--- config.mk ---
export PLATFORM = sky130hd
export DESIGN_NAME = tbp_coding_link
export DESIGN_NICKNAME = d
export VERILOG_FILES = /design/src/verilog/tbp_pkg.sv /design/src/verilog/tbp_stream_if.sv /design/src/verilog/tbp_rx_buf.sv /design/src/verilog/tbp_coding_link.sv
export SDC_FILE = /design/constraint.sdc
export NUM_CORES = 1
export LEC_CHECK = 0
export BUFFER_PORTS_ARGS = -buffer_cell sky130_fd_sc_hd__buf_2
export CAP_MARGIN = 20
export CORE_MARGIN = 2
export CORE_UTILIZATION = 55
export CTS_BUF_LIST = sky130_fd_sc_hd__clkbuf_16
export CTS_CLUSTER_SIZE = 16
export DETAILED_ROUTE_END_ITERATION = 6
export PLACE_DENSITY_LB_ADDON = 0.3
export SYNTH_ARGS = -nofsm -noshare
export SYNTH_HDL_FRONTEND = slang
export SYNTH_SLANG_ARGS = --single-unit
--- constraint.sdc ---
create_clock -name clk -period 5.9 [get_ports clk]
set_clock_uncertainty 0.05 [all_clocks]
set_input_delay 1.18 -clock clk [delete_from_list [all_inputs] [get_ports clk]]
set_output_delay 1.18 -clock clk [all_outputs]
set_load 0.1 [all_outputs]
--- src/verilog/tbp_pkg.sv ---
/*
  Shared constants for the 10 Mb/s twisted-pair coding and link block:
  clock rate, line timing, Manchester half-bit codes and state encodings.
  Assumes a single 10 MHz system clock, so one bit time is one clock cycle.
*/
package tbp_pkg;
  // System clock and line timing
  localparam int CLK_HZ = 10_000_000;
  localparam int BIT_NS = 100;
  localparam int CLK_NS = 1_000_000_000 / CLK_HZ;
  localparam int BIT_CYCLES = BIT_NS / CLK_NS;
  localparam int NIBBLE_HZ = 2_500_000;
  localparam int NIB_DIV = CLK_HZ / NIBBLE_HZ;
  localparam int NLP_PERIOD_MS = 16;
  localparam int NLP_PERIOD_CYCLES = NLP_PERIOD_MS * (CLK_HZ / 1000);
  localparam int LINK_LOSS_MS = 82;
  localparam int LINK_LOSS_CYCLES = LINK_LOSS_MS * (CLK_HZ / 1000);
  localparam int TIMER_W = 20;

  // Data path widths and counts
  localparam int NIB_W = 4;
  localparam int LOCK_BITS = 3;
  localparam int NLP_QUALIFY = 8;
  localparam int EOP_IDLE_BITS = 2;

  // Half-bit pairs on the line: bit 1 is the first half, bit 0 the second
  localparam logic [1:0] MANCH_ONE = 2'h2;
  localparam logic [1:0] MANCH_ZERO = 2'h1;
  localparam logic [1:0] LINE_HIGH = 2'h3;
  localparam logic [1:0] LINE_OFF = 2'h0;

  // Reset values
  localparam logic STRICT_INHIBIT_RST = 1'h0;
  localparam logic LINK_STATUS_RST = 1'h0;

  typedef enum logic [2:0] {
    TX_IDLE = 3'h1,
    TX_DATA = 3'h2,
    TX_EOP = 3'h4
  } tbp_tx_e;

  typedef enum logic [1:0] {
    LINK_DOWN = 2'h1,
    LINK_UP = 2'h2
  } tbp_link_e;
endpackage : tbp_pkg

--- src/verilog/tbp_stream_if.sv ---
/*
  Valid/ready stream carrier between the coding link and its receive buffer.
  Assumes both ends run on the same clock.
*/
`timescale 1ns/1ps
interface tbp_stream_if #(
  parameter int W = 4
);
  logic fillValid;
  logic fillReady;
  logic [W-1:0] fillData;
  logic drainValid;
  logic drainReady;
  logic [W-1:0] drainData;

  modport buffer(input fillValid, input fillData, input drainReady,
                 output fillReady, output drainValid, output drainData);
  modport user(output fillValid, output fillData, output drainReady,
               input fillReady, input drainValid, input drainData);
endinterface : tbp_stream_if

--- src/verilog/tbp_rx_buf.sv ---
/*
  Small receive FIFO with valid and ready on both sides, storage in flops.
  Assumes DEPTH is a power of two, at least two.
*/
`timescale 1ns/1ps
module tbp_rx_buf #(
  parameter int W = 4,
  parameter int DEPTH = 2
)(
  input wire logic clk,
  input wire logic rst_b,
  tbp_stream_if.buffer bus
);
  localparam int AW = $clog2(DEPTH);

  logic [W-1:0] mem_reg [DEPTH];
  logic [AW:0] wrPtr_reg;
  logic [AW:0] rdPtr_reg;
  logic full;
  logic empty;
  logic push;
  logic pop;

  // Extra pointer bit tells full from empty when the indices meet
  assign empty = (wrPtr_reg == rdPtr_reg);
  assign full = (wrPtr_reg[AW] != rdPtr_reg[AW]) && (wrPtr_reg[AW-1:0] == rdPtr_reg[AW-1:0]);
  assign bus.fillReady = !full;
  assign bus.drainValid = !empty;
  assign bus.drainData = mem_reg[rdPtr_reg[AW-1:0]];
  assign push = bus.fillValid && !full;
  assign pop = bus.drainReady && !empty;

  // Pointers
  always_ff @(posedge clk or negedge rst_b) begin
    if (!rst_b) begin
      wrPtr_reg <= '0;
      rdPtr_reg <= '0;
    end else begin
      if (push) begin
        wrPtr_reg <= wrPtr_reg + 1'b1;
      end
      if (pop) begin
        rdPtr_reg <= rdPtr_reg + 1'b1;
      end
    end
  end

  // One write enable per entry; data needs no reset
  for (genvar i = 0; i < DEPTH; i++) begin : g_entry
    always_ff @(posedge clk) begin
      if (push && (wrPtr_reg[AW-1:0] == AW'(i))) begin
        mem_reg[i] <= bus.fillData;
      end
    end
  end
endmodule : tbp_rx_buf

--- src/verilog/tbp_coding_link.sv ---
/*
  Digital side of a 10 Mb/s twisted-pair PHY: Manchester encode and decode,
  nibble clock, link pulses, link monitor, carrier sense and collision.
  Assumes the analog front end serialises the two half-bit codes of txLine
  within each 100 ns cycle, and on receive presents a bit strobe, an activity
  level (data only, not link pulses), a link pulse level and the two half-bit
  samples, all asynchronous to clk and stable around the strobe edge.
*/
// Contract
// - One is high then low; zero opposite
// - Transmit accepts nibbles or serial bits
// - Decode Manchester to NRZ, serial or nibble
// - Nibble interface gets a 2.5 MHz clock
// - Recovery starts at preamble, tracks during receive
// - Idle transmitter sends link pulse every 16 ms
// - Link pulses during receive never cause collision
// - One link status bit for both views
// - Link status latches low on any drop
// - More than seven link pulses validate link
// - Strict mode needs data plus end idle
// - Silence beyond 81-83 ms invalidates link
// - Valid data needs three locked bit times
// - Data-driven validation waits for packet end
// - Going valid does not set status bit
// - Strict inhibit resets to zero, one disables
// - Every transmitted packet ends with idle
// - Half duplex: carrier on transmit or receive
// - Full duplex or repeater: carrier on receive
// - Collision in half duplex only, never full
// - Bit time 100 ns, half-bit 50 ns
`timescale 1ns/1ps
module tbp_coding_link import tbp_pkg::*; #(
  parameter int NLP_CYCLES = NLP_PERIOD_CYCLES,
  parameter int LOSS_CYCLES = LINK_LOSS_CYCLES,
  parameter int BUF_DEPTH = 2
)(
  input wire logic clk,
  input wire logic rst_b,
  input wire logic serialMode,
  input wire logic halfDuplex,
  input wire logic repeaterMode,
  input wire logic cfgWrite,
  input wire logic cfgStrictInhibit,
  input wire logic statusRead,
  input wire logic txEn,
  input wire logic [NIB_W-1:0] txData,
  output logic txClk,
  output logic [1:0] txLine,
  input wire logic rxClkPin,
  input wire logic rxActivePin,
  input wire logic rxPulsePin,
  input wire logic [1:0] rxHalves,
  input wire logic rxReady,
  output logic rxDv,
  output logic [NIB_W-1:0] rxData,
  output logic rxOverrun,
  output logic crs,
  output logic col,
  output logic linkStatus,
  output logic strictInhibit
);
  tbp_stream_if #(.W(NIB_W)) strm();

  tbp_rx_buf #(.W(NIB_W), .DEPTH(BUF_DEPTH)) u_buf (
    .clk(clk),
    .rst_b(rst_b),
    .bus(strm.buffer)
  );

  tbp_tx_e txState_reg;
  tbp_link_e linkState_reg;
  logic [4:0] meta_reg;
  logic [4:0] sync_reg;
  logic prevClk_reg;
  logic prevPulse_reg;
  logic prevBusy_reg;
  logic [1:0] divCnt_reg;
  logic [TIMER_W-1:0] nlpTimer_reg;
  logic [TIMER_W-1:0] lossCnt_reg;
  logic [3:0] nlpSeen_reg;
  logic [1:0] lockCnt_reg;
  logic sawData_reg;
  logic lastIdle_reg;
  logic [NIB_W-1:0] txSh_reg;
  logic [1:0] txBitCnt_reg;
  logic [1:0] eopCnt_reg;
  logic [NIB_W-1:0] asm_reg;
  logic [1:0] asmCnt_reg;
  logic [NIB_W-1:0] pend_reg;
  logic pendValid_reg;
  logic [1:0] halvesS;
  logic rxClkS;
  logic rxBusy;
  logic pulseS;
  logic rxEdge;
  logic nlpEvent;
  logic rxEnd;
  logic rxLocked;
  logic symValid;
  logic bitVal;
  logic takeBit;
  logic wordFull;
  logic [NIB_W-1:0] rxWord;
  logic qualEnd;
  logic refresh;
  logic linkUp;
  logic goDown;
  logic nlpTick;
  logic takeNow;
  logic lastBit;
  logic [NIB_W-1:0] txWord;
  logic txBusy;

  // Two-flop synchronisers for every line-side input
  always_ff @(posedge clk or negedge rst_b) begin
    if (!rst_b) begin
      meta_reg <= '0;
      sync_reg <= '0;
    end else begin
      meta_reg <= {rxClkPin, rxActivePin, rxPulsePin, rxHalves};
      sync_reg <= meta_reg;
    end
  end

  assign rxClkS = sync_reg[4];
  assign rxBusy = sync_reg[3];
  assign pulseS = sync_reg[2];
  assign halvesS = sync_reg[1:0];

  // Edge detectors look only at the second synchroniser stage
  always_ff @(posedge clk or negedge rst_b) begin
    if (!rst_b) begin
      prevClk_reg <= 1'b0;
      prevPulse_reg <= 1'b0;
      prevBusy_reg <= 1'b0;
    end else begin
      prevClk_reg <= rxClkS;
      prevPulse_reg <= pulseS;
      prevBusy_reg <= rxBusy;
    end
  end

  assign rxEdge = rxClkS && !prevClk_reg;
  assign nlpEvent = pulseS && !prevPulse_reg;
  assign rxEnd = !rxBusy && prevBusy_reg;

  // Strict qualification inhibit, written by management
  always_ff @(posedge clk or negedge rst_b) begin
    if (!rst_b) begin
      strictInhibit <= STRICT_INHIBIT_RST;
    end else if (cfgWrite) begin
      strictInhibit <= cfgStrictInhibit;
    end
  end

  // Nibble clock divider; txClk is a flop bit, so it is glitch free
  always_ff @(posedge clk or negedge rst_b) begin
    if (!rst_b) begin
      divCnt_reg <= '0;
    end else if (divCnt_reg == 2'(NIB_DIV - 1)) begin
      divCnt_reg <= '0;
    end else begin
      divCnt_reg <= divCnt_reg + 1'b1;
    end
  end

  assign txClk = divCnt_reg[1];

  // Free-running link pulse timer; a pulse due during a packet is skipped
  always_ff @(posedge clk or negedge rst_b) begin
    if (!rst_b) begin
      nlpTimer_reg <= '0;
    end else if (nlpTick) begin
      nlpTimer_reg <= '0;
    end else begin
      nlpTimer_reg <= nlpTimer_reg + 1'b1;
    end
  end

  assign nlpTick = (nlpTimer_reg == TIMER_W'(NLP_CYCLES - 1));

  // Transmit word intake: nibble on the divider phase, or one bit a cycle
  assign takeNow = serialMode || (divCnt_reg == 2'h0);
  assign txWord = serialMode ? {{(NIB_W-1){1'b0}}, txData[0]} : txData;
  assign lastBit = serialMode || (txBitCnt_reg == 2'(NIB_W - 1));
  assign txBusy = (txState_reg == TX_DATA);

  // Transmit sequencer: data bits then end-of-packet idle
  always_ff @(posedge clk or negedge rst_b) begin
    if (!rst_b) begin
      txState_reg <= TX_IDLE;
      txSh_reg <= '0;
      txBitCnt_reg <= '0;
      eopCnt_reg <= '0;
    end else begin
      unique case (txState_reg)
        TX_IDLE: begin
          if (txEn && takeNow) begin
            txSh_reg <= txWord;
            txBitCnt_reg <= '0;
            txState_reg <= TX_DATA;
          end
        end
        TX_DATA: begin
          if (lastBit && txEn && takeNow) begin
            txSh_reg <= txWord;
            txBitCnt_reg <= '0;
          end else if (lastBit) begin
            eopCnt_reg <= '0;
            txState_reg <= TX_EOP;
          end else begin
            txSh_reg <= {1'b0, txSh_reg[NIB_W-1:1]};
            txBitCnt_reg <= txBitCnt_reg + 1'b1;
          end
        end
        TX_EOP: begin
          if (eopCnt_reg == 2'(EOP_IDLE_BITS - 1)) begin
            txState_reg <= TX_IDLE;
          end else begin
            eopCnt_reg <= eopCnt_reg + 1'b1;
          end
        end
        default: begin
          txState_reg <= TX_IDLE;
        end
      endcase
    end
  end

  // Line drive: one bit time per cycle, both halves sent together
  always_ff @(posedge clk or negedge rst_b) begin
    if (!rst_b) begin
      txLine <= LINE_OFF;
    end else if (txState_reg == TX_DATA) begin
      txLine <= txSh_reg[0] ? MANCH_ONE : MANCH_ZERO;
    end else if (txState_reg == TX_EOP) begin
      txLine <= LINE_HIGH;
    end else if (nlpTick) begin
      txLine <= LINE_HIGH;
    end else begin
      txLine <= LINE_OFF;
    end
  end

  // Clock recovery: lock counts consecutive good symbols from the preamble
  assign symValid = (halvesS == MANCH_ONE) || (halvesS == MANCH_ZERO);
  assign rxLocked = (lockCnt_reg == 2'(LOCK_BITS));

  always_ff @(posedge clk or negedge rst_b) begin
    if (!rst_b) begin
      lockCnt_reg <= '0;
    end else if (!rxBusy) begin
      lockCnt_reg <= '0;
    end else if (rxEdge && !symValid) begin
      lockCnt_reg <= '0;
    end else if (rxEdge && !rxLocked) begin
      lockCnt_reg <= lockCnt_reg + 1'b1;
    end
  end

  // Packet bookkeeping for link qualification
  always_ff @(posedge clk or negedge rst_b) begin
    if (!rst_b) begin
      sawData_reg <= 1'b0;
      lastIdle_reg <= 1'b0;
    end else begin
      if (rxEnd) begin
        sawData_reg <= 1'b0;
      end else if (rxBusy && rxLocked) begin
        sawData_reg <= 1'b1;
      end
      if (rxEdge && rxBusy) begin
        lastIdle_reg <= (halvesS == LINE_HIGH);
      end
    end
  end

  assign qualEnd = rxEnd && sawData_reg && (strictInhibit || lastIdle_reg);

  // Decoder: NRZ bits shift in LSB first
  assign bitVal = (halvesS == MANCH_ONE);
  assign takeBit = rxEdge && rxBusy && rxLocked && symValid;
  assign wordFull = serialMode || (asmCnt_reg == 2'(NIB_W - 1));
  assign rxWord = serialMode ? {{(NIB_W-1){1'b0}}, bitVal} : {bitVal, asm_reg[NIB_W-1:1]};

  always_ff @(posedge clk or negedge rst_b) begin
    if (!rst_b) begin
      asm_reg <= '0;
      asmCnt_reg <= '0;
    end else if (!rxBusy) begin
      asmCnt_reg <= '0;
    end else if (takeBit) begin
      asm_reg <= {bitVal, asm_reg[NIB_W-1:1]};
      asmCnt_reg <= wordFull ? 2'h0 : asmCnt_reg + 1'b1;
    end
  end

  // Holding stage in front of the buffer; the line cannot be stalled, so a
  // word still waiting when the next completes is replaced and flagged
  always_ff @(posedge clk or negedge rst_b) begin
    if (!rst_b) begin
      pend_reg <= '0;
      pendValid_reg <= 1'b0;
      rxOverrun <= 1'b0;
    end else begin
      rxOverrun <= 1'b0;
      if (takeBit && wordFull) begin
        pend_reg <= rxWord;
        pendValid_reg <= 1'b1;
        rxOverrun <= pendValid_reg && !strm.fillReady;
      end else if (strm.fillReady) begin
        pendValid_reg <= 1'b0;
      end
    end
  end

  assign strm.fillValid = pendValid_reg;
  assign strm.fillData = pend_reg;
  assign strm.drainReady = rxReady;
  assign rxDv = strm.drainValid;
  assign rxData = strm.drainData;

  // Link monitor
  assign linkUp = (linkState_reg == LINK_UP);
  assign refresh = nlpEvent || qualEnd || (strictInhibit && rxLocked);
  assign goDown = linkUp && !refresh && (lossCnt_reg == TIMER_W'(LOSS_CYCLES - 1));

  always_ff @(posedge clk or negedge rst_b) begin
    if (!rst_b) begin
      linkState_reg <= LINK_DOWN;
      nlpSeen_reg <= '0;
      lossCnt_reg <= '0;
    end else begin
      unique case (linkState_reg)
        LINK_DOWN: begin
          lossCnt_reg <= '0;
          if (qualEnd || (nlpSeen_reg == 4'(NLP_QUALIFY) && !rxBusy)) begin
            nlpSeen_reg <= '0;
            linkState_reg <= LINK_UP;
          end else if (nlpEvent && nlpSeen_reg != 4'(NLP_QUALIFY)) begin
            nlpSeen_reg <= nlpSeen_reg + 1'b1;
          end
        end
        LINK_UP: begin
          if (refresh) begin
            lossCnt_reg <= '0;
          end else if (goDown) begin
            lossCnt_reg <= '0;
            linkState_reg <= LINK_DOWN;
          end else begin
            lossCnt_reg <= lossCnt_reg + 1'b1;
          end
        end
        default: begin
          linkState_reg <= LINK_DOWN;
        end
      endcase
    end
  end

  // Latched-low status: a drop beats a read in the same cycle
  always_ff @(posedge clk or negedge rst_b) begin
    if (!rst_b) begin
      linkStatus <= LINK_STATUS_RST;
    end else if (goDown) begin
      linkStatus <= 1'b0;
    end else if (statusRead) begin
      linkStatus <= linkUp;
    end
  end

  // Carrier sense and collision; received link pulses never reach rxBusy
  always_ff @(posedge clk or negedge rst_b) begin
    if (!rst_b) begin
      crs <= 1'b0;
      col <= 1'b0;
    end else begin
      crs <= (halfDuplex && !repeaterMode) ? (txBusy || rxBusy) : rxBusy;
      col <= halfDuplex && txBusy && rxBusy;
    end
  end
endmodule : tbp_coding_link

Word-level counts from Yosys, hierarchy flattened

Memory sizes are Yosys's and may differ from the RTL's.
Index checks and enable logic that the tools add are counted.

Bits in registers: 98
RAM bits: 8
Output and inout port bits: 13
Logic and storage cells: 189
Memories kept: 1

$add $sub $neg: 10
Eq/ne operators: 32
Mux-type cells: 55
Bitwise operators: 1
Reductions and logical operators: 61

Memory list:

| memory        | depth | bits a word | read ports | clocked after Yosys merged registers in | write ports | line             | source |
|---|---|---|---|---|---|---|---|
| u_buf.mem_reg | 2     | 4           | 1          | 0                                       | 1           | tbp_rx_buf.sv:16 | `logic [W-1:0] mem_reg [DEPTH];` |

Operator list:

| operator              | number |
|---|---|
| $mux 20               | 3 |
| $add 20x1->20 const B | 2 |
| $mux 2                | 20 |
| $pmux 20 s2           | 1 |
| $mux 4                | 8 |
| $logic_and 1x1->1     | 29 |
| $eq 20x18->1 const B  | 1 |
| $eq 20x20->1 const B  | 1 |
| $ne 2x2->1 const B    | 8 |
| $add 2x1->2 const B   | 7 |
| $eq 2x2->1 const B    | 7 |
| $mux 1                | 14 |
| $mux 3                | 4 |
| $pmux 2 s2            | 3 |
| $reduce_bool 2->1     | 6 |
| $logic_not 1->1       | 9 |
| $logic_or 1x1->1      | 9 |
| $pmux 3 s3            | 1 |
| $pmux 4 s2            | 1 |
| $reduce_and 4->1      | 2 |
| $eq 2x1->1 const B    | 3 |
| $reduce_and 3->1      | 2 |
| $add 4x1->4 const B   | 1 |
| $eq 4x4->1 const B    | 1 |
| other kinds (14)      | 16 |

Logic depth before layout (Yosys ltp)

Word-level depth: 12
Gate-level depth with buffers: 8
Depth with buffers taken out: 7

Modules after synthesis

From an unflattened synthesis, not the netlist that was laid out.

Cell total of the unflattened synthesis: 473
Area total of the unflattened synthesis: 5001.0 um^2

Modules (own cells, without submodules):

| module          | times used | cells an instance | area each (um^2) | sequential area each (um^2) |
|---|---|---|---|---|
| tbp_coding_link | 1          | 435               | 4475.5           | 2329.7 |
| tbp_rx_buf      | 1          | 38                | 525.5            | 340.3 |

Worst setup path before layout

Ideal clock, no wire load.

Kind: flip-flop to output port
Start: register u_buf.rdPtr_reg[0]
End: output rxDv
Arrival: 1.429 ns
Required time: 4.670 ns
Path slack: 3.241 ns
Cell stages (with the launch flop): 4
Path buffers: 1
Path through: dfrtp_1 -> clkbuf_1 -> xnor2_1 -> nand2_1

Word-level cells in the longest chain between the ends: 2

Ends and longest elaborated chain:

| element                | line                  | source |
|---|---|---|
| from (decl)            | tbp_rx_buf.sv:18      | `logic [AW:0] rdPtr_reg;` |
| from (signal assigned) | tbp_rx_buf.sv:43      | `rdPtr_reg <= rdPtr_reg + 1'b1;` |
| $eq 2x2->1             | tbp_rx_buf.sv:25      | `assign empty = (wrPtr_reg == rdPtr_reg);` |
| $logic_not 1->1        | tbp_rx_buf.sv:28      | `assign bus.drainValid = !empty;` |
| to (decl)              | tbp_coding_link.sv:54 | `output logic rxDv,` |

No other way between the ends.

Final worst setup path

Ends and elaborated chain as after synthesis.

==> results.py <==
metrics = {
    "drt": {
        "wl_mm": 8.572,
        "drt-wirelength-per-cell_um": 14.46,
        "viasPerCell": 5.489,
        "drc": 0,
        "drt-initial-drc-count": 180,
        "via_count": 3255,
        "dr.pass1.iters": 4,
        "ant_nets": 0,
    },
    "worst_setup_path": {
        "cp_max_fo": 9,
        "endpoint_kind": "output pin",
        "cp_slowest_stage_delay_ns": 0.50,
        "cp.arrival_ns": 1.60,
        "slowest_stage": "dfrtp_1",
        "critPathBufInv": 1,
        "crit_chain": "xnor2_1 > nand2_1 > buf_2",
        "critical_path_class": "reg2out",
        "cp_top_family": "flip-flops",
        "worstPathRequired_ns": 4.67,
        "cp-start-kind": "register",
    },
    "timing": {
        "finalCriticalPeriod_ns": 2.826,
        "drv_slew": 0,
        "fin_crit_sh_pct": 47.90,
        "setup_viol_count_final": 0,
        "finalSetupTns_ns": 0,
        "relSlewSlack_pct": 43.85,
        "timing.fmax_mhz": 353.8,
        "rsz0062_at_grt": "false",
        "fin_ws_ns": 3.074,
        "worstMarginPinSlew_ns": 0.8406,
        "hold_violations": 0,
    },
    "die": {
        "ios": 32,
        "initial_core_util_pct": 57.47,
        "rows": 33,
        "dieWidth_um": 97.13,
        "die_y_um": 97.13,
        "die_area_um2": 9433,
        "core_region_area_um2": 8299,
    },
    "global_routing": {
        "grt_start_max_net_pins": 59,
        "grt_use_total_pct": 19.69,
        "grt_pass1_vias": 3286,
        "antenna_found_initial": 0,
        "grt_pass1_wl_mm": 15.16,
        "grt_overflow": 0,
    },
    "clock_tree": {
        "cts_root_buf": "clkbuf_16",
        "path_clk_slew_ns": 0.07,
        "htreeDepth": 3,
        "clkLatencyLatePin_ns": 0.34,
        "cts_buffers": 9,
        "postCtsResizedCells": 0,
        "cts_tree": "yes",
        "postCtsSetupRepairBufs": 0,
        "clock_sinks": 105,
        "cts_hold_buf": 0,
        "clockBufferDepth": 2,
    },
    "finish": {
        "final_cell_mix": "95 x dfrtp_1, 46 x nor2_1, 44 x nand2_1, 30 x buf_2, 22 x inv_1",
        "areaGrowthSynthToFinish_pct": 11.07,
        "drive_gt1_share_pct": 16.19,
        "num_antenna_cells": 0,
        "mostFrequentLayoutCell": "dfrtp_1",
        "instances_no_fill": 593,
        "final_area_um2": 5298,
        "final_nets": 516,
    },
    "yosys": {
        "synth_enable_flop_cells": 8,
        "synthCells": 449,
        "ys_warn_count": 0,
        "ys_seq_area_share_pct": 55.98,
        "syn_avg_cell_area_um2": 10.62,
        "ys_types": 44,
        "synth_ff_type": "dfrtp_1",
        "ys_ff_latch": 105,
        "synth_area_um2": 4770,
        "async_flop_share_pct": 92.38,
        "syn-num-nets": 482,
    },
    "placement": {
        "dp_cells": 577,
        "hpwl_mm": 5.926,
        "postPlaceCellArea_um2": 5025,
        "gp_congestion": 0.8306,
        "post-place-ws_ns": 2.970,
        "port-buffer-count": 31,
    },
    "power_and_ir_drop": {
        "pwr_density_cell_nw_per_um2": 329.4,
        "irDropWorstVdd_v": 0.0001951,
        "cellLeakagePower_nw": 2.360,
        "totalPowerFinal_mw": 1.745,
    },
    "run_status": {
        "status": "finished, final reports clean",
    },
    "hold_path": {
        "hold_class": "reg2reg",
    },
    "job": {
        "drv_cap": 0,
    },
}
area by class of cell:
type                       count  area, µm²
clock buffer                   9      225.2
clock inverter                 7      47.55
fill                         654       3002
inverter                      22      82.58
multi-input combinational    313       1976
sequential                   105       2670
tap                          105      131.4
timing repair buffer          32      165.2
through the flow:
step | utilization (%) | hold slack, ns
global placement | 60.55 | 0.2827
CTS | 63.83 | 0.2970
finish | 63.83 | 0.2978
global route | 63.83 | 0.3149
floorplan | - | 0.2812
detailed placement | 60.55 | 0.2863
worst paths after layout:
kind	startpoint	end	slack (ns)	cells past startpoint
worst max register to register	lossCnt_reg[10]$_DFFE_PN0P_	lossCnt_reg[8]$_DFFE_PN0P_	3.33	5
min in group asynchronous	rst_b	asm_reg[2]$_DFFE_PN0P_	0.76	1
worst max-delay path	u_buf.rdPtr_reg[0]$_DFFE_PN0P_	rxDv	3.07	3
worst min register to register	meta_reg[0]$_DFF_PN0_	sync_reg[0]$_DFF_PN0_	0.30	0
worst min-delay path	meta_reg[0]$_DFF_PN0_	sync_reg[0]$_DFF_PN0_	0.30	0
max in group asynchronous	rst_b	lossCnt_reg[9]$_DFFE_PN0P_	3.95	2
metal layers:
| layer | wire (µm) | vias up | track usage, % |
|---|---|---|---|
| met5 | 0 | - | 0 |
| met4 | 90 | 0 | 5.092 |
| met3 | 250 | 6 | 4.820 |
| met2 | 4402 | 52 | 33.60 |
| met1 | 3829 | 1595 | 25.39 |
| li1 | - | 1602 | - |
report_power, final:
part           leakage (nW)  switching [mW]  internal, mW
sequential             1.33          0.0528         0.776
clock                 0.121           0.257         0.284
combinational         0.911           0.268         0.106
total                  2.36           0.578          1.17
cells in the mapped netlist (3+ instances only):
| library cell | n | area, µm² |
|---|---|---|
| dfrtp_1 | 95 | 2377 |
| nor2_1 | 46 | 172.7 |
| nand2_1 | 44 | 165.2 |
| inv_1 | 22 | 82.58 |
| nand3_1 | 21 | 105.1 |
| o21ai_0 | 21 | 105.1 |
| xnor2_1 | 20 | 175.2 |
| xor2_1 | 18 | 157.7 |
| a21oi_1 | 17 | 85.08 |
| ha_1 | 14 | 175.2 |
| mux2_2 | 13 | 146.4 |
| nor2_2 | 10 | 62.56 |
| nand4_1 | 9 | 56.30 |
| nor2b_1 | 9 | 56.30 |
| a31oi_1 | 8 | 50.05 |
| clkbuf_1 | 8 | 30.03 |
| edfxtp_1 | 8 | 240.2 |
| nor3_1 | 8 | 40.04 |
| and3_1 | 6 | 37.54 |
| or3_1 | 5 | 31.28 |
| nand3b_1 | 4 | 30.03 |
| nor4_1 | 4 | 25.02 |
| mux2i_1 | 3 | 30.03 |
| nand2b_1 | 3 | 18.77 |
| nand4b_1 | 3 | 26.28 |
| nor3b_1 | 3 | 22.52 |
| o21a_1 | 3 | 22.52 |
logic make-up after synthesis:
kind of cell / Yosys count / share of synthesized area (%)
fa+ha+maj: 14 / 3.673
flops: 105 / 55.98
mux: 16 / 3.699
simple gates: 186 / 19.65
xor+xnor: 38 / 6.978
buf+inv: 31 / 2.597
compound gates: 59 / 7.424
worst register-to-register path, cell delays in order, from the launching register on:
cell	delay, ns
dfrtp_1	0.44
or4_1	0.52
or4_1	0.43
or3_4	0.38
a21oi_4	0.47
nor2_1	0.13
No activity file was read; power rests on OpenSTA's default activity.
